**config.mk**
```make
export PLATFORM = sky130hd
export DESIGN_NAME = addr_gen
export DESIGN_NICKNAME = d
export VERILOG_FILES = /design/src/logic/addr_gen_pkg.sv /design/src/logic/default_working_register_if.sv /design/src/logic/default_working_register_file.sv /design/src/logic/addr_gen.sv
export SDC_FILE = /design/constraint.sdc
export NUM_CORES = 2
export LEC_CHECK = 0
export ABC_AREA = 1
export BUFFER_PORTS_ARGS = -buffer_cell sky130_fd_sc_hd__buf_4
export CAP_MARGIN = 25
export CORE_MARGIN = 2
export CORE_UTILIZATION = 25
export DETAILED_ROUTE_END_ITERATION = 10
export PLACE_DENSITY_LB_ADDON = 0.05
export SLEW_MARGIN = 20
export SYNTH_ARGS = -nofsm -noshare
export SYNTH_HDL_FRONTEND = slang
export SYNTH_SLANG_ARGS = --single-unit
```
**constraint.sdc**
```tcl
create_clock -name clk_i -period 21.2 [get_ports clk_i]
set_clock_uncertainty 0.15 [all_clocks]
set_input_delay 1.06 -clock clk_i [delete_from_list [all_inputs] [get_ports clk_i]]
set_output_delay 1.06 -clock clk_i [all_outputs]
set_load 0.005 [all_outputs]
```
**src/logic/addr_gen_pkg.sv**
```systemverilog
// constants, types and helper functions of the data address generator
// Function
// - byte load into a working register writes the low byte, keeps the high byte
// - sign extend copies bit 7 of a register into its upper byte
// - zero fill clears the upper byte of a register
// - direct instructions reach 0x0000..0x1fff through a 13-bit field
// - move direct uses a 16-bit field and reaches all of X space
// - register 15 is the stack pointer, next free word, growing upward
// - pop decrements before the access, push increments after it
// - call pushes the pc high word with its upper byte zero
// - exception push puts the status low byte in the pushed high word's upper byte
// - stack limit has no reset value and its bit 0 is always zero
// - stack pointer addresses checked against limit; push at limit passes, next traps
// - stack pointer address below 0x0800 raises a stack error trap
// - two address generators; Y serves only word reads for multiply-accumulate
// - linear, modulo and bit-reversed modes; bit-reversed only in data space
// - file register ops use a 13-bit field with register 0 as default
// - three-operand ops: first operand register direct; second register, memory or 5-bit literal
// - post-modify uses then adjusts the pointer; pre-modify adjusts then uses
// - offset modes add a base register or a literal to the pointer
// - multiply-accumulate class accesses are word sized only
package addr_gen_pkg;
   // ---------------------------------------------------------------
   // register map (byte offsets)
   // ---------------------------------------------------------------
   localparam logic [7:0] ofs_stack_limit = 8'h00;
   localparam logic [7:0] ofs_mod_start = 8'h04;
   localparam logic [7:0] ofs_mod_end = 8'h08;
   localparam logic [7:0] ofs_bitrev_mod = 8'h0c;
   localparam logic [7:0] ofs_last_ea = 8'h10;
   localparam logic [7:0] ofs_trap_count = 8'h14;
   localparam logic [15:0] mod_start_rst = 16'h0000;
   localparam logic [15:0] mod_end_rst = 16'hffff;
   localparam logic [15:0] bitrev_mod_rst = 16'h0000;
   // ---------------------------------------------------------------
   // address space constants
   // ---------------------------------------------------------------
   localparam logic [15:0] sfr_floor = 16'h0800;
   localparam logic [15:0] word_step = 16'h0002;
   localparam logic [15:0] byte_step = 16'h0001;
   localparam logic [3:0] sp_index = 4'hf;
   localparam logic [3:0] default_working_register_index = 4'h0;
   localparam logic [1:0] htrans_nonseq = 2'h2;
   // ---------------------------------------------------------------
   // types
   // ---------------------------------------------------------------
   typedef enum logic [3:0] {
      op_load, op_sign_ext, op_zero_fill, op_file_dir, op_mov_dir, op_indirect,
      op_three, op_push, op_pop, op_call_push, op_exc_push
   } op_type;
   typedef enum logic [2:0] {
      ind_plain, ind_post_inc, ind_post_dec, ind_pre_inc, ind_pre_dec,
      ind_reg_off, ind_lit_off
   } ind_type;
   typedef enum logic [1:0] {am_linear, am_modulo, am_bitrev} am_type;
   typedef enum logic [1:0] {src2_reg, src2_mem, src2_lit5} src2_type;
   typedef struct packed {
      op_type code;
      logic [3:0] wn;
      ind_type ind;
      am_type am;
      src2_type src2;
      logic [15:0] lit;
      logic byte_sz;
      logic store;
      logic agu_y;
      logic prog;
      logic [23:0] pc;
      logic [7:0] status_low_byte;
   } op_bundle_type;
   // ---------------------------------------------------------------
   // helpers
   // ---------------------------------------------------------------
   function automatic logic [15:0] rev16(input logic [15:0] v);
      for (int i = 0; i < 16; i++) begin
         rev16[i] = v[15-i];
      end
   endfunction : rev16

   // pointer adjust for post/pre modify, honouring the addressing mode
   function automatic logic [15:0] adjust(input logic [15:0] p, input logic up,
      input logic [15:0] st, input am_type am, input logic prog,
      input logic [15:0] ms, input logic [15:0] me, input logic [15:0] br);
      logic [15:0] raw;
      logic [15:0] len;
      raw = up ? p + st : p - st;
      len = me - ms + 16'h0001;
      adjust = raw;
      if (am == am_bitrev && !prog && up) begin
         adjust = rev16(rev16(p) + rev16(br));
      end else if (am == am_modulo) begin
         if (raw > me) begin
            adjust = raw - len;
         end else if (raw < ms) begin
            adjust = raw + len;
         end
      end
   endfunction : adjust
endpackage : addr_gen_pkg

```
**src/logic/default_working_register_if.sv**
```systemverilog
// port bundle between the address generator and its working register file
`timescale 1ns/100ps
interface default_working_register_if;
   logic [3:0] ra;
   logic [3:0] rb;
   logic [15:0] rda;
   logic [15:0] rdb;
   logic we;
   logic [3:0] wa;
   logic [15:0] wd;
   modport ctrl(output ra, output rb, output we, output wa, output wd,
      input rda, input rdb);
   modport mem(input ra, input rb, input we, input wa, input wd,
      output rda, output rdb);
endinterface : default_working_register_if

```
**src/logic/default_working_register_file.sv**
```systemverilog
// sixteen working registers, two registered read ports and one write port
`timescale 1ns/100ps
module default_working_register_file (
   input wire logic clk_i,
   default_working_register_if.mem rf
);
   logic [15:0] regs_q [0:15];

   // read returns the value before a same-edge write; the sequencer never relies on that
   always_ff @(posedge clk_i) begin
      if (rf.we) begin
         regs_q[rf.wa] <= rf.wd;
      end
      rf.rda <= regs_q[rf.ra];
      rf.rdb <= regs_q[rf.rb];
   end
endmodule : default_working_register_file

```
**src/logic/addr_gen.sv**
```systemverilog
// data address generator with software stack limit checking and AHB-Lite registers
`timescale 1ns/100ps
module addr_gen
   import addr_gen_pkg::*;
(
   input wire logic clk_i,
   input wire logic srst_i,
   input wire logic hsel_i,
   input wire logic [31:0] haddr_i,
   input wire logic [1:0] htrans_i,
   input wire logic hwrite_i,
   input wire logic [2:0] hsize_i,
   input wire logic [31:0] hwdata_i,
   input wire logic hready_i,
   output logic [31:0] hrdata_o,
   output logic hreadyout_o,
   output logic hresp_o,
   input wire logic op_valid_i,
   input wire op_type op_code_i,
   input wire logic [3:0] op_wn_i,
   input wire logic [3:0] op_wb_i,
   input wire ind_type op_ind_i,
   input wire am_type op_am_i,
   input wire src2_type op_src2_i,
   input wire logic [15:0] op_lit_i,
   input wire logic op_byte_i,
   input wire logic op_store_i,
   input wire logic op_agu_y_i,
   input wire logic op_prog_i,
   input wire logic [23:0] pc_i,
   input wire logic [7:0] status_low_byte_i,
   output logic op_ready_o,
   output logic mem_valid_o,
   output logic mem_we_o,
   output logic mem_byte_o,
   output logic mem_prog_o,
   output logic mem_y_o,
   output logic [15:0] mem_addr_o,
   output logic [15:0] mem_wdata_o,
   output logic [15:0] opa_o,
   output logic [15:0] opb_o,
   output logic stack_trap_o
);
   // ---------------------------------------------------------------
   // register file
   // ---------------------------------------------------------------
   default_working_register_if rf ();

   default_working_register_file u_default_working_register_file (
      .clk_i(clk_i),
      .rf(rf.mem)
   );

   // ---------------------------------------------------------------
   // bus slave
   // ---------------------------------------------------------------
   logic ap_valid_r, ap_valid_nxt;
   logic ap_write_r, ap_write_nxt;
   logic [7:0] ap_addr_r, ap_addr_nxt;
   logic [15:0] stack_limit_r, stack_limit_nxt;
   logic [15:0] mod_start_r, mod_start_nxt;
   logic [15:0] mod_end_r, mod_end_nxt;
   logic [15:0] bitrev_r, bitrev_nxt;
   logic [31:0] hrdata_r, hrdata_nxt;
   logic [15:0] last_ea_r, last_ea_nxt;
   logic [15:0] trap_count_r, trap_count_nxt;
   logic take_ap;

   assign take_ap = hsel_i && htrans_i == htrans_nonseq && hready_i;

   always_comb begin
      ap_valid_nxt = take_ap;
      ap_write_nxt = hwrite_i;
      ap_addr_nxt = haddr_i[7:0];
      stack_limit_nxt = stack_limit_r;
      mod_start_nxt = mod_start_r;
      mod_end_nxt = mod_end_r;
      bitrev_nxt = bitrev_r;
      if (ap_valid_r && ap_write_r) begin
         unique case (ap_addr_r)
            ofs_stack_limit: stack_limit_nxt = {hwdata_i[15:1], 1'b0};
            ofs_mod_start: mod_start_nxt = hwdata_i[15:0];
            ofs_mod_end: mod_end_nxt = hwdata_i[15:0];
            ofs_bitrev_mod: bitrev_nxt = hwdata_i[15:0];
            default: ;
         endcase
      end
      // read data built from next values so a read right after a write sees it
      hrdata_nxt = 32'h0000_0000;
      if (take_ap && !hwrite_i) begin
         unique case (haddr_i[7:0])
            ofs_stack_limit: hrdata_nxt = {16'h0000, stack_limit_nxt[15:1], 1'b0};
            ofs_mod_start: hrdata_nxt = {16'h0000, mod_start_nxt};
            ofs_mod_end: hrdata_nxt = {16'h0000, mod_end_nxt};
            ofs_bitrev_mod: hrdata_nxt = {16'h0000, bitrev_nxt};
            ofs_last_ea: hrdata_nxt = {16'h0000, last_ea_r};
            ofs_trap_count: hrdata_nxt = {16'h0000, trap_count_r};
            default: hrdata_nxt = 32'h0000_0000;
         endcase
      end
   end

   // stack limit is deliberately left without reset
   always_ff @(posedge clk_i) begin
      stack_limit_r <= stack_limit_nxt;
   end

   always_ff @(posedge clk_i) begin
      if (srst_i) begin
         ap_valid_r <= 1'b0;
         ap_write_r <= 1'b0;
         ap_addr_r <= 8'h00;
         mod_start_r <= mod_start_rst;
         mod_end_r <= mod_end_rst;
         bitrev_r <= bitrev_mod_rst;
         hrdata_r <= 32'h0000_0000;
         hreadyout_o <= 1'b0;
         hresp_o <= 1'b0;
      end else begin
         ap_valid_r <= ap_valid_nxt;
         ap_write_r <= ap_write_nxt;
         ap_addr_r <= ap_addr_nxt;
         mod_start_r <= mod_start_nxt;
         mod_end_r <= mod_end_nxt;
         bitrev_r <= bitrev_nxt;
         hrdata_r <= hrdata_nxt;
         hreadyout_o <= 1'b1;
         hresp_o <= 1'b0;
      end
   end

   assign hrdata_o = hrdata_r;

   // ---------------------------------------------------------------
   // operation sequencer
   // ---------------------------------------------------------------
   typedef enum logic [1:0] {st_idle, st_exec, st_push_hi} state_type;

   state_type state_r, state_nxt;
   op_bundle_type op_r, op_nxt;
   logic [15:0] sp_hold_r, sp_hold_nxt;
   logic op_ready_nxt;
   logic mem_valid_nxt, mem_we_nxt, mem_byte_nxt, mem_prog_nxt, mem_y_nxt;
   logic [15:0] mem_addr_nxt, mem_wdata_nxt, opa_nxt, opb_nxt;
   logic stack_trap_nxt;
   logic is_stack_op;
   logic [15:0] p, b, st, ea, newp;
   logic word_only, eff_byte, eff_we, chk_sp, ptr_we;

   assign is_stack_op = op_code_i inside {op_push, op_pop, op_call_push, op_exc_push};

   always_comb begin
      // register reads issued while idle land in st_exec
      rf.ra = is_stack_op ? sp_index : op_wn_i;
      rf.rb = op_code_i == op_push ? op_wn_i :
              op_code_i == op_file_dir ? default_working_register_index : op_wb_i;
      rf.we = 1'b0;
      rf.wa = op_r.wn;
      rf.wd = 16'h0000;
      state_nxt = state_r;
      op_nxt = op_r;
      sp_hold_nxt = sp_hold_r;
      mem_valid_nxt = 1'b0;
      mem_we_nxt = 1'b0;
      mem_byte_nxt = 1'b0;
      mem_prog_nxt = 1'b0;
      mem_y_nxt = 1'b0;
      mem_addr_nxt = mem_addr_o;
      mem_wdata_nxt = mem_wdata_o;
      opa_nxt = opa_o;
      opb_nxt = opb_o;
      stack_trap_nxt = 1'b0;
      last_ea_nxt = last_ea_r;
      p = rf.rda;
      b = rf.rdb;
      // multiply-accumulate class through Y is word-only and read-only
      word_only = op_r.agu_y;
      eff_byte = op_r.byte_sz && !word_only;
      eff_we = op_r.store && !word_only;
      st = eff_byte ? byte_step : word_step;
      ea = p;
      newp = p;
      ptr_we = 1'b0;
      unique case (op_r.ind)
         ind_plain: ea = p;
         ind_post_inc: begin
            newp = adjust(p, 1'b1, st, op_r.am, op_r.prog, mod_start_r, mod_end_r,
               bitrev_r);
            ptr_we = 1'b1;
         end
         ind_post_dec: begin
            newp = adjust(p, 1'b0, st, op_r.am, op_r.prog, mod_start_r, mod_end_r,
               bitrev_r);
            ptr_we = 1'b1;
         end
         ind_pre_inc: begin
            newp = adjust(p, 1'b1, st, op_r.am, op_r.prog, mod_start_r, mod_end_r,
               bitrev_r);
            ea = newp;
            ptr_we = 1'b1;
         end
         ind_pre_dec: begin
            newp = adjust(p, 1'b0, st, op_r.am, op_r.prog, mod_start_r, mod_end_r,
               bitrev_r);
            ea = newp;
            ptr_we = 1'b1;
         end
         ind_reg_off: ea = p + b;
         ind_lit_off: ea = p + op_r.lit;
         default: ea = p;
      endcase
      chk_sp = op_r.wn == sp_index;
      unique case (state_r)
         st_idle: begin
            if (op_valid_i) begin
               op_nxt.code = op_code_i;
               op_nxt.wn = is_stack_op ? sp_index : op_wn_i;
               op_nxt.ind = op_ind_i;
               op_nxt.am = op_am_i;
               op_nxt.src2 = op_src2_i;
               op_nxt.lit = op_lit_i;
               op_nxt.byte_sz = op_byte_i;
               op_nxt.store = op_store_i;
               op_nxt.agu_y = op_agu_y_i;
               op_nxt.prog = op_prog_i;
               op_nxt.pc = pc_i;
               op_nxt.status_low_byte = status_low_byte_i;
               state_nxt = st_exec;
            end
         end
         st_exec: begin
            state_nxt = st_idle;
            chk_sp = 1'b0;
            unique case (op_r.code)
               op_load: begin
                  rf.we = 1'b1;
                  rf.wd = op_r.byte_sz ? {p[15:8], op_r.lit[7:0]} : op_r.lit;
               end
               op_sign_ext: begin
                  rf.we = 1'b1;
                  rf.wd = {{8{p[7]}}, p[7:0]};
               end
               op_zero_fill: begin
                  rf.we = 1'b1;
                  rf.wd = {8'h00, p[7:0]};
               end
               op_file_dir, op_mov_dir: begin
                  mem_valid_nxt = 1'b1;
                  mem_we_nxt = op_r.store;
                  mem_byte_nxt = op_r.byte_sz;
                  mem_wdata_nxt = b;
                  mem_addr_nxt = op_r.code == op_file_dir ?
                     {3'b000, op_r.lit[12:0]} : op_r.lit;
               end
               op_indirect, op_three: begin
                  opa_nxt = b;
                  opb_nxt = op_r.src2 == src2_lit5 ? {11'h000, op_r.lit[4:0]} : p;
                  if (op_r.code == op_indirect || op_r.src2 == src2_mem) begin
                     mem_valid_nxt = 1'b1;
                     mem_we_nxt = op_r.code == op_indirect && eff_we;
                     mem_byte_nxt = eff_byte;
                     mem_prog_nxt = op_r.prog;
                     mem_y_nxt = op_r.agu_y;
                     mem_addr_nxt = ea;
                     mem_wdata_nxt = b;
                     chk_sp = op_r.wn == sp_index;
                     rf.we = ptr_we;
                     rf.wd = newp;
                  end
               end
               op_push: begin
                  mem_valid_nxt = 1'b1;
                  mem_we_nxt = 1'b1;
                  mem_addr_nxt = p;
                  mem_wdata_nxt = b;
                  ea = p;
                  chk_sp = 1'b1;
                  rf.we = 1'b1;
                  rf.wd = p + word_step;
               end
               op_pop: begin
                  ea = p - word_step;
                  mem_valid_nxt = 1'b1;
                  mem_addr_nxt = ea;
                  chk_sp = 1'b1;
                  rf.we = 1'b1;
                  rf.wd = ea;
               end
               op_call_push, op_exc_push: begin
                  mem_valid_nxt = 1'b1;
                  mem_we_nxt = 1'b1;
                  mem_addr_nxt = p;
                  mem_wdata_nxt = op_r.pc[15:0];
                  ea = p;
                  chk_sp = 1'b1;
                  sp_hold_nxt = p + word_step;
                  state_nxt = st_push_hi;
               end
               default: ;
            endcase
         end
         st_push_hi: begin
            state_nxt = st_idle;
            ea = sp_hold_r;
            chk_sp = 1'b1;
            mem_valid_nxt = 1'b1;
            mem_we_nxt = 1'b1;
            mem_addr_nxt = sp_hold_r;
            mem_wdata_nxt = op_r.code == op_exc_push ?
               {op_r.status_low_byte, op_r.pc[23:16]} : {8'h00, op_r.pc[23:16]};
            rf.we = 1'b1;
            rf.wa = sp_index;
            rf.wd = sp_hold_r + word_step;
         end
         default: state_nxt = st_idle;
      endcase
      if (state_r == st_idle) begin
         chk_sp = 1'b0;
      end
      // push landing exactly on the limit passes; beyond it or into sfr space traps
      if (chk_sp && (ea > stack_limit_r || ea < sfr_floor)) begin
         stack_trap_nxt = 1'b1;
      end
      if (mem_valid_nxt) begin
         last_ea_nxt = mem_addr_nxt;
      end
      trap_count_nxt = trap_count_r + {15'h0000, stack_trap_nxt};
      op_ready_nxt = state_nxt == st_idle;
   end

   always_ff @(posedge clk_i) begin
      if (srst_i) begin
         state_r <= st_idle;
         op_r <= '0;
         sp_hold_r <= 16'h0000;
         last_ea_r <= 16'h0000;
         trap_count_r <= 16'h0000;
         op_ready_o <= 1'b0;
         mem_valid_o <= 1'b0;
         mem_we_o <= 1'b0;
         mem_byte_o <= 1'b0;
         mem_prog_o <= 1'b0;
         mem_y_o <= 1'b0;
         mem_addr_o <= 16'h0000;
         mem_wdata_o <= 16'h0000;
         opa_o <= 16'h0000;
         opb_o <= 16'h0000;
         stack_trap_o <= 1'b0;
      end else begin
         state_r <= state_nxt;
         op_r <= op_nxt;
         sp_hold_r <= sp_hold_nxt;
         last_ea_r <= last_ea_nxt;
         trap_count_r <= trap_count_nxt;
         op_ready_o <= op_ready_nxt;
         mem_valid_o <= mem_valid_nxt;
         mem_we_o <= mem_we_nxt;
         mem_byte_o <= mem_byte_nxt;
         mem_prog_o <= mem_prog_nxt;
         mem_y_o <= mem_y_nxt;
         mem_addr_o <= mem_addr_nxt;
         mem_wdata_o <= mem_wdata_nxt;
         opa_o <= opa_nxt;
         opb_o <= opb_nxt;
         stack_trap_o <= stack_trap_nxt;
      end
   end
endmodule : addr_gen

```
=== Word-level counts from Yosys, hierarchy flattened ===
Memory sizes are Yosys's and may differ from the RTL's. A register that Yosys moved wholly into a read port is not among the register bits.
Cells that the tools add are included.

* Add/sub/neg operators: 15
* Reductions and logical operators: 39
* Muxes and demuxes: 61
* Eq/ne operators: 39
* $lt $le $gt $ge: 6
* Bitwise operators: 4

{| class="wikitable"
|+ Operators with widths
! kind !! count
|-
| 16-bit two-way mux || 22
|-
| 16-bit one-hot mux with 2 select lines || 6
|-
| 16-bit one-hot mux with 6 select lines || 2
|-
| 16-bit one-hot mux with 4 select lines || 2
|-
| 16-bit adder || 5
|-
| 16-bit > comparator || 3
|-
| 16-bit one-hot mux with 3 select lines || 1
|-
| 16-bit subtractor || 3
|-
| 16-bit by 2-bit adder with 16-bit output (second input constant) || 2
|-
| 8-bit by 4-bit equality test with 1-bit output (second input constant) || 4
|-
| 16-bit < comparator || 2
|-
| 4-bit equality test (second input constant) || 7
|-
| 4-bit by 3-bit equality test with 1-bit output (second input constant) || 5
|-
| 16-bit by 1-bit adder with 16-bit output || 1
|-
| 16-bit by 1-bit adder with 16-bit output (second input constant) || 1
|-
| 16-bit by 2-bit adder with 16-bit output || 1
|-
| 8-bit by 3-bit equality test with 1-bit output (second input constant) || 2
|-
| 8-bit by 5-bit equality test with 1-bit output (second input constant) || 2
|-
| 8-bit zero test || 2
|-
| 16-bit by 12-bit < comparator with 1-bit output (second input constant) || 1
|-
| 4-bit two-way mux || 4
|-
| 1-bit one-hot mux with 2 select lines || 8
|-
| 16-bit by 2-bit subtractor with 16-bit output || 1
|-
| 16-bit by 2-bit subtractor with 16-bit output (second input constant) || 1
|-
| 28 further kinds || 76
|}

* Bits in registers: 294
* Output and inout bits: 105
* Bits of input ports: 146
* RAM bits: 256
* Memories: 1
* Word-level logic and storage cells: 201

{| class="wikitable"
|+ Memories
! memory !! words !! width !! rd ports !! clocked after memory_dff !! write ports !! line !! RTL
|-
| u_default_working_register_file.regs_q || 16 || 16 || 2 || 2 || 1 || default_working_register_file.sv:7 || <nowiki>logic [15:0] regs_q [0:15];</nowiki>
|}

=== Depth between registers and ports, before layout ===
* Depth after elaboration: 17
* Mapped depth: 59
* Depth with buffers taken out: 58

=== Cells and area by module ===
From an unflattened synthesis, not the netlist that was laid out.

* Cells, all modules: 5355
* Area, all modules: 37704.9 um2

{| class="wikitable"
|+ Modules (own cells, without submodules)
! module !! seq. area each (um2) !! instances !! cells an instance !! area each (um2)
|-
| addr_gen || 5565.3 || 1 || 3682 || 23342.4
|-
| default_working_register_file || 8328.0 || 1 || 1673 || 14362.5
|}

=== Worst setup path before layout ===
No wires, ideal clock.

* Path kind: flip-flop to flip-flop
* From: register mod_end_r[1]
* To: register trap_count_r[14]
* Required time: 20931 ps
* Arrival time: 6595 ps
* Cell stages (with the launch flop): 58
* Buffers on the path: 1
* Setup slack: 14336 ps
* Library setup time: 119 ps
* Period minus slack after synthesis: 6864 ps
* Path through: dfxtp_1 -> inv_1 -> ha_1 -> inv_1 -> ha_1 -> fa_1 -> nand3_1 -> nand3_1 -> nand2_1 -> nand2_1 -> inv_1 -> o21ai_0 -> a21oi_1 -> o21bai_1 -> xor2_1 -> inv_1 -> ha_1 -> buf_2 -> [... 22 more ...] -> o2111ai_1 -> nand2_1 -> nand2_1 -> nand2_2 -> inv_1 -> ha_1 -> ha_1 -> nand2_1 -> nor2_1 -> nand3_1 -> nor3_1 -> nand2_1 -> nor2_1 -> nand2_1 -> nor3_1 -> nand2_1 -> o21ai_0 -> a21oi_1

* Cells in the longest elaborated chain, start to end: 15
* Elaborated cells between the ends (all ways): 24
* Those cells by class: add/sub: 7; order compare: 4; mux: 11; reduce/logical: 2

{| class="wikitable"
|+ RTL lines
! what !! line !! RTL
|-
| from (decl) || addr_gen.sv:62 || <nowiki>logic [15:0] mod_end_r, mod_end_nxt;</nowiki>
|-
| from (signal assigned) || addr_gen.sv:114 || <nowiki>mod_end_r <= mod_end_rst;</nowiki>
|-
| from (signal assigned) || addr_gen.sv:124 || <nowiki>mod_end_r <= mod_end_nxt;</nowiki>
|-
| 16-bit subtractor || addr_gen_pkg.sv:87 || <nowiki>len = me - ms + 16'h0001;</nowiki>
|-
| 16-bit by 1-bit adder with 16-bit output || addr_gen_pkg.sv:87 ||
|-
| 16-bit adder || addr_gen_pkg.sv:95 || <nowiki>adjust = raw + len;</nowiki>
|-
| 16-bit two-way mux || addr_gen_pkg.sv:94 || <nowiki>end else if (raw < ms) begin</nowiki>
|-
| 16-bit two-way mux || addr_gen_pkg.sv:92 || <nowiki>if (raw > me) begin</nowiki>
|-
| 16-bit two-way mux (2 in a row) || n/a ||
|-
| 16-bit one-hot mux with 4 select lines (*) || addr_gen.sv:184 || <nowiki>unique case (op_r.ind)</nowiki>
|-
| 16-bit one-hot mux with 2 select lines || addr_gen.sv:234 || <nowiki>unique case (op_r.code)</nowiki>
|-
| 16-bit one-hot mux with 2 select lines (*) || addr_gen.sv:213 || <nowiki>unique case (state_r)</nowiki>
|-
| 16-bit > comparator / 16-bit by 12-bit < comparator with 1-bit output (equally long branches) || addr_gen.sv:321 || <nowiki>if (chk_sp && (ea > stack_limit_r || ea < sfr_floor)) begin</nowiki>
|-
| 1-bit logical OR (*) || addr_gen.sv:321 ||
|-
| 1-bit logical AND (*) || addr_gen.sv:321 ||
|-
| 1-bit two-way mux (*) || addr_gen.sv:321 ||
|-
| net stack_trap_nxt || addr_gen.sv:145 || <nowiki>logic stack_trap_nxt;</nowiki>
|-
| 16-bit by 1-bit adder with 16-bit output (*) || addr_gen.sv:327 || <nowiki>trap_count_nxt = trap_count_r + {15'h0000, stack_trap_nxt};</nowiki>
|-
| to (signal assigned) || addr_gen.sv:354 || <nowiki>trap_count_r <= trap_count_nxt;</nowiki>
|-
| to (decl) || addr_gen.sv:66 || <nowiki>logic [15:0] trap_count_r, trap_count_nxt;</nowiki>
|}

Mark *: on every way through the listed nets, which the timed path passes. The rest lies on a longest branch.
A chain may end at the register's enable or synchronous reset.

=== Final worst setup path ===
* From: register u_default_working_register_file.rf.rda[0], read port of u_default_working_register_file.regs_q
* To: register trap_count_r[14]

* Cells in the longest elaborated chain, start to end: 14
* Elaborated cells between the ends (all ways): 30
* Those cells by class: add/sub: 11; order compare: 6; mux: 11; reduce/logical: 2

{| class="wikitable"
|+ RTL lines
! what !! line !! RTL
|-
| from (decl) || default_working_register_if.sv:14 || <nowiki>output rda, output rdb);</nowiki>
|-
| 16-bit by 2-bit adder with 16-bit output || n/a ||
|-
| 16-bit adder / 16-bit < comparator (equally long branches) || addr_gen_pkg.sv:95, addr_gen_pkg.sv:94 ||
|-
| 16-bit two-way mux || addr_gen_pkg.sv:94 ||
|-
| 16-bit two-way mux || addr_gen_pkg.sv:92 ||
|-
| 16-bit two-way mux (2 in a row) || n/a ||
|-
| 16-bit one-hot mux with 4 select lines || addr_gen.sv:184 ||
|-
| 16-bit one-hot mux with 2 select lines || addr_gen.sv:234 ||
|-
| 16-bit one-hot mux with 2 select lines (*) || addr_gen.sv:213 ||
|-
| 16-bit > comparator / 16-bit by 12-bit < comparator with 1-bit output (equally long branches) || addr_gen.sv:321 ||
|-
| 1-bit logical OR (*) || addr_gen.sv:321 ||
|-
| 1-bit logical AND (*) || addr_gen.sv:321 ||
|-
| 1-bit two-way mux (*) || addr_gen.sv:321 ||
|-
| net stack_trap_nxt || addr_gen.sv:145 ||
|-
| 16-bit by 1-bit adder with 16-bit output (*) || addr_gen.sv:327 ||
|}

Marks and branches as above.

==> reports/summary.md <==
The count of nets left with antenna violations once routing finished came out at 0. The worst setup path is captured at a flip-flop. The dominant cell type by count on the critical path was nand2_1.

TritonCTS built the clock tree. Counting along the longest clock path gives a buffer depth of 3. In this run, post-CTS repair resized a total of 0 instances.

The maximum vdd ir drop is 52.9 µV, and the final clock period utilization by the worst path is 46.4%. Number of hold violations in the final report: 0. Wires add up to 171 mm. The routed via count divided by cell count came out at 4.91. The slowest stage of the critical path belongs to the cell dfxtp_1. After layout, the minimum clock period comes to 9.83 ns. The buffer cell driving the clock tree root is clkbuf_16.

Setup repair after global routing left no endpoint under its margin. In this run the power density over the cells is 81.8 nW/µm². The analysis attributes to cell leakage a power of 18.4 nW. For hold timing, the worst endpoint is op_r[3]$_SDFFE_PP0P_. The boundary pin count is 251. Measured in cells, the most critical reg-to-reg path has a length of 48.

The min-delay analysis places its worst path in the category flip-flop to flip-flop. The run gives 7,066 as the post-route non-filler standard cell count. The first global-routing pass estimated 242 mm of wire.

The placed instances occupy a cell area of 40,100 µm². Count of hold-fix buffers inserted at cts: 0. After synthesis, the most frequently instantiated cells are nand2_1 (870), inv_1 (581), o21ai_0 (510). Number of remaining DRC errors: 0. Yosys instantiated no cell more often than nand2_1. In this run the tightest slew margin relative to its limit is 33.4%.

Averaged over all synthesized cells, the footprint is 7.33 µm². The flow ran to the end, and the final reports show no timing, DRC or antenna violations. The later pin in the worst-skew pair is clocked with a latency of 0.69 ns.

The run gives 145,000 µm² as the core footprint. The worst register-to-register path begins at u_default_working_register_file.rf.rda[0]$_DFF_P_. The initial antenna violation count is 6. Classification of the worst setup path: flip-flop to flip-flop. After synthesis, the cell types taking the most area are edfxtp_1 (21%), dfxtp_1 (17%), nand2_1 (9.0%), ha_1 (7.1%), o21ai_0 (7.0%). Entering global routing, the biggest net connects 149 pins. After the first detailed-routing iteration, the DRC count stood at 2,387. Setup slack on the worst reg-to-reg path comes out at 11.37 ns. At the pin with the least slew margin, the transition time is 0.999 ns. Input and output buffers added on the ports amount to 190. In the synthesized netlist, the number of instances is 4,966. Global routing used 22.5% of the available tracks. STA classifies the critical path startpoint as a flip-flop. The share of cells above drive strength 1 was 9.79%; the maximum frequency from static timing analysis was 102 MHz. The share of async-settable or async-resettable flops after synthesis was 0%. After synthesis the cells add up to 36,400 µm². The run gives 33,300 as the via count of the first global-routing pass.

Clock-pin slew was measured on the worst setup and hold paths at 0.05 ns. The floorplan step set the die width to 386 µm. From bottom edge to top edge, the die measures 386 µm.

For the portion of the post-synthesis area used by sequential elements, the log shows 38.2%. The level count of the clock H-tree was 3; the data arrival time of the worst path was 10.24 ns. Setup violations remaining at the end of the flow were counted as 0. The area of all placed cells without fillers is 42,800 µm².

The largest total area in the synthesized netlist belongs to edfxtp_1. The net count reported at finish is 5,442. The number of cells on the worst hold path was 2; the post-placement cell count was 6,916.

Summed over its instances, the top area cell type makes up 21.1% of the synthesized netlist area. The logs give 0.922 for the routability congestion estimate and 0 ns for the accumulated negative setup slack. The initial utilization of the core area, before any placement, comes to 25.1%. From synthesis to final layout, the design area changed by 17.7%.

The startpoint identified for the worst hold timing path is op_r[3]$_SDFFE_PP0P_. Before antenna repair, the detailed router went through 6 iterations. In this run, distinct cell masters in the synthesized netlist total 63.

In the final routed layout, each cell accounts on average for 24.2 µm. At the worst endpoint, the required time is 21.61 ns. Among all flip-flop cells after synthesis, the most frequent one is dfxtp_1. In this run, synthesis produced a sequential element count of 566.

Yosys mapped a number of flops with a built-in enable equal to 256. Once detailed placement completed, the half-perimeter wirelength came to 126 mm. For this design, the sink count on the clock tree is 566. The number of max-cap violations is 0. Clock tree synthesis inserted a total of 77 buffers. The tools report the number of rows created at floorplan as 140.

The delay of the slowest cell on the worst path came out at 0.73 ns. Biggest fanout along the worst timing path: 14. The tools report the overflow left after global routing as 0.

The run gives 34,700 as the via count. Endpoint of the worst register-to-register path: trap_count_r[14]$_SDFF_PP0_. The final count of pins violating max slew is 0. Count of yosys warnings during synthesis: 0. The die covers 149,000 µm². The tools report the setup fix buffers added after clock tree synthesis as 0.
-- registers in the layout (all words and copies together), names as in the netlist, 2 cells and up --
name                                    flops
ap_addr_r                                   8
bitrev_r                                   16
hrdata_o                                   16
last_ea_r                                  16
mem_addr_o                                 16
mem_wdata_o                                16
mod_end_r                                  16
mod_start_r                                16
op_r                                       66
opa_o                                      16
opb_o                                      16
sp_hold_r                                  16
stack_limit_r                              15
state_r                                     2
trap_count_r                               16
u_default_working_register_file.regs_q    256
u_default_working_register_file.rf.rda     16
u_default_working_register_file.rf.rdb     16
-- worst max path at each step --
| stage | end | startpoint |
|---|---|---|
| after detailed placement | trap_count_r[14]$_SDFF_PP0_ | u_default_working_register_file.rf.rda[0]$_DFF_P_ |
| after CTS | trap_count_r[14]$_SDFF_PP0_ | u_default_working_register_file.rf.rda[0]$_DFF_P_ |
| after global placement | trap_count_r[14]$_SDFF_PP0_ | u_default_working_register_file.rf.rda[0]$_DFF_P_ |
| final | trap_count_r[14]$_SDFF_PP0_ | u_default_working_register_file.rf.rda[0]$_DFF_P_ |
| after floorplan | trap_count_r[14]$_SDFF_PP0_ | mod_end_r[1]$_SDFF_PP1_ |
| after global routing | trap_count_r[14]$_SDFF_PP0_ | u_default_working_register_file.rf.rda[0]$_DFF_P_ |
-- final cells by class --
cell class,instances,area (µm²)
multi-input cells,3540,19300
inverters,603,2270
repair buffers,294,2320
diodes,3,7.51
fillers,15900,102000
well taps,1917,2400
clock buffers,111,2230
flip-flops and latches,566,13900
clock inverters,32,458
-- worst max-delay path: cells and delay by family, from the launching register on --
kind,cells,cell delay [ns]
xor+xnor,1,0.41
fa+ha+maj,5,1.43
compound gates,8,1.58
flops,1,0.73
simple gates,29,4.46
buf+inv,5,0.89
-- per-stage QoR --
stage	hold WS (ns)	utilization (%)	total power [W]	setup slack [ns]
5_1_grt	0.313	29.5	0.00367	10.71
6_report	0.303	29.5	0.00350	11.37
2_1_floorplan	0.273	-	0.00176	14.34
3_5_place_dp	0.296	27.6	0.00214	11.49
4_1_cts	0.304	29.5	0.00354	11.45
3_3_place_gp	0.293	27.6	0.00214	11.48
-- placed cells by master, fill, tap and decap left out, types with 10 or more instances in the layout --
cell type    n
nand2_1    868
dfxtp_1    310
o211ai_1   141
buf_4      287
or2_2       15
conb_1      17
inv_2       13
clkbuf_8    13
clkbuf_16   79
nor3_1      43
o21ai_0    506
ha_1       206
nor2_1     470
clkinv_2    10
clkbuf_1    19
nand4_1     21
a32o_1      17
a21oi_1    441
inv_1      579
mux2i_1     17
nand3_1    382
o22ai_1     46
edfxtp_1   256
a2111oi_0   18
o21ai_1     16
a21o_1      10
nor2_2      27
a211oi_1    16
a31oi_1     45
clkinv_1    13
o21bai_1    19
nand3b_1    13
xor2_1      79
-- layer usage --
| metal | wire, µm | up-vias | global-route usage, % |
|---|---|---|---|
| met1 | 74900 | 16500 | 28.8 |
| met4 | 6740 | 0 | 8.37 |
| met2 | 82900 | 869 | 38.8 |
| met5 | 0 | - | 0 |
| met3 | 6680 | 210 | 2.17 |
| li1 | - | 17100 | - |
-- power by group --
part	switching (W)	total [W]	leakage (nW)	internal, W
registers	0.0000361	0.00120	4.69	0.00117
logic	0.000657	0.000921	12.4	0.000263
clock network	0.000555	0.00138	1.31	0.000824
total	0.00125	0.00350	18.4	0.00226
-- cells by family after synthesis --
kind of cell | synth area share [%]
AOI/OAI and AO/OA | 20.7
xor gates and xnor gates | 2.09
adders and majority gates | 7.52
buffers and inverters | 9.37
DFF | 38.2
muxes | 0.468
other | 0.0103
and+or+nand+nor | 21.6
(Power assumes the default switching activity.)
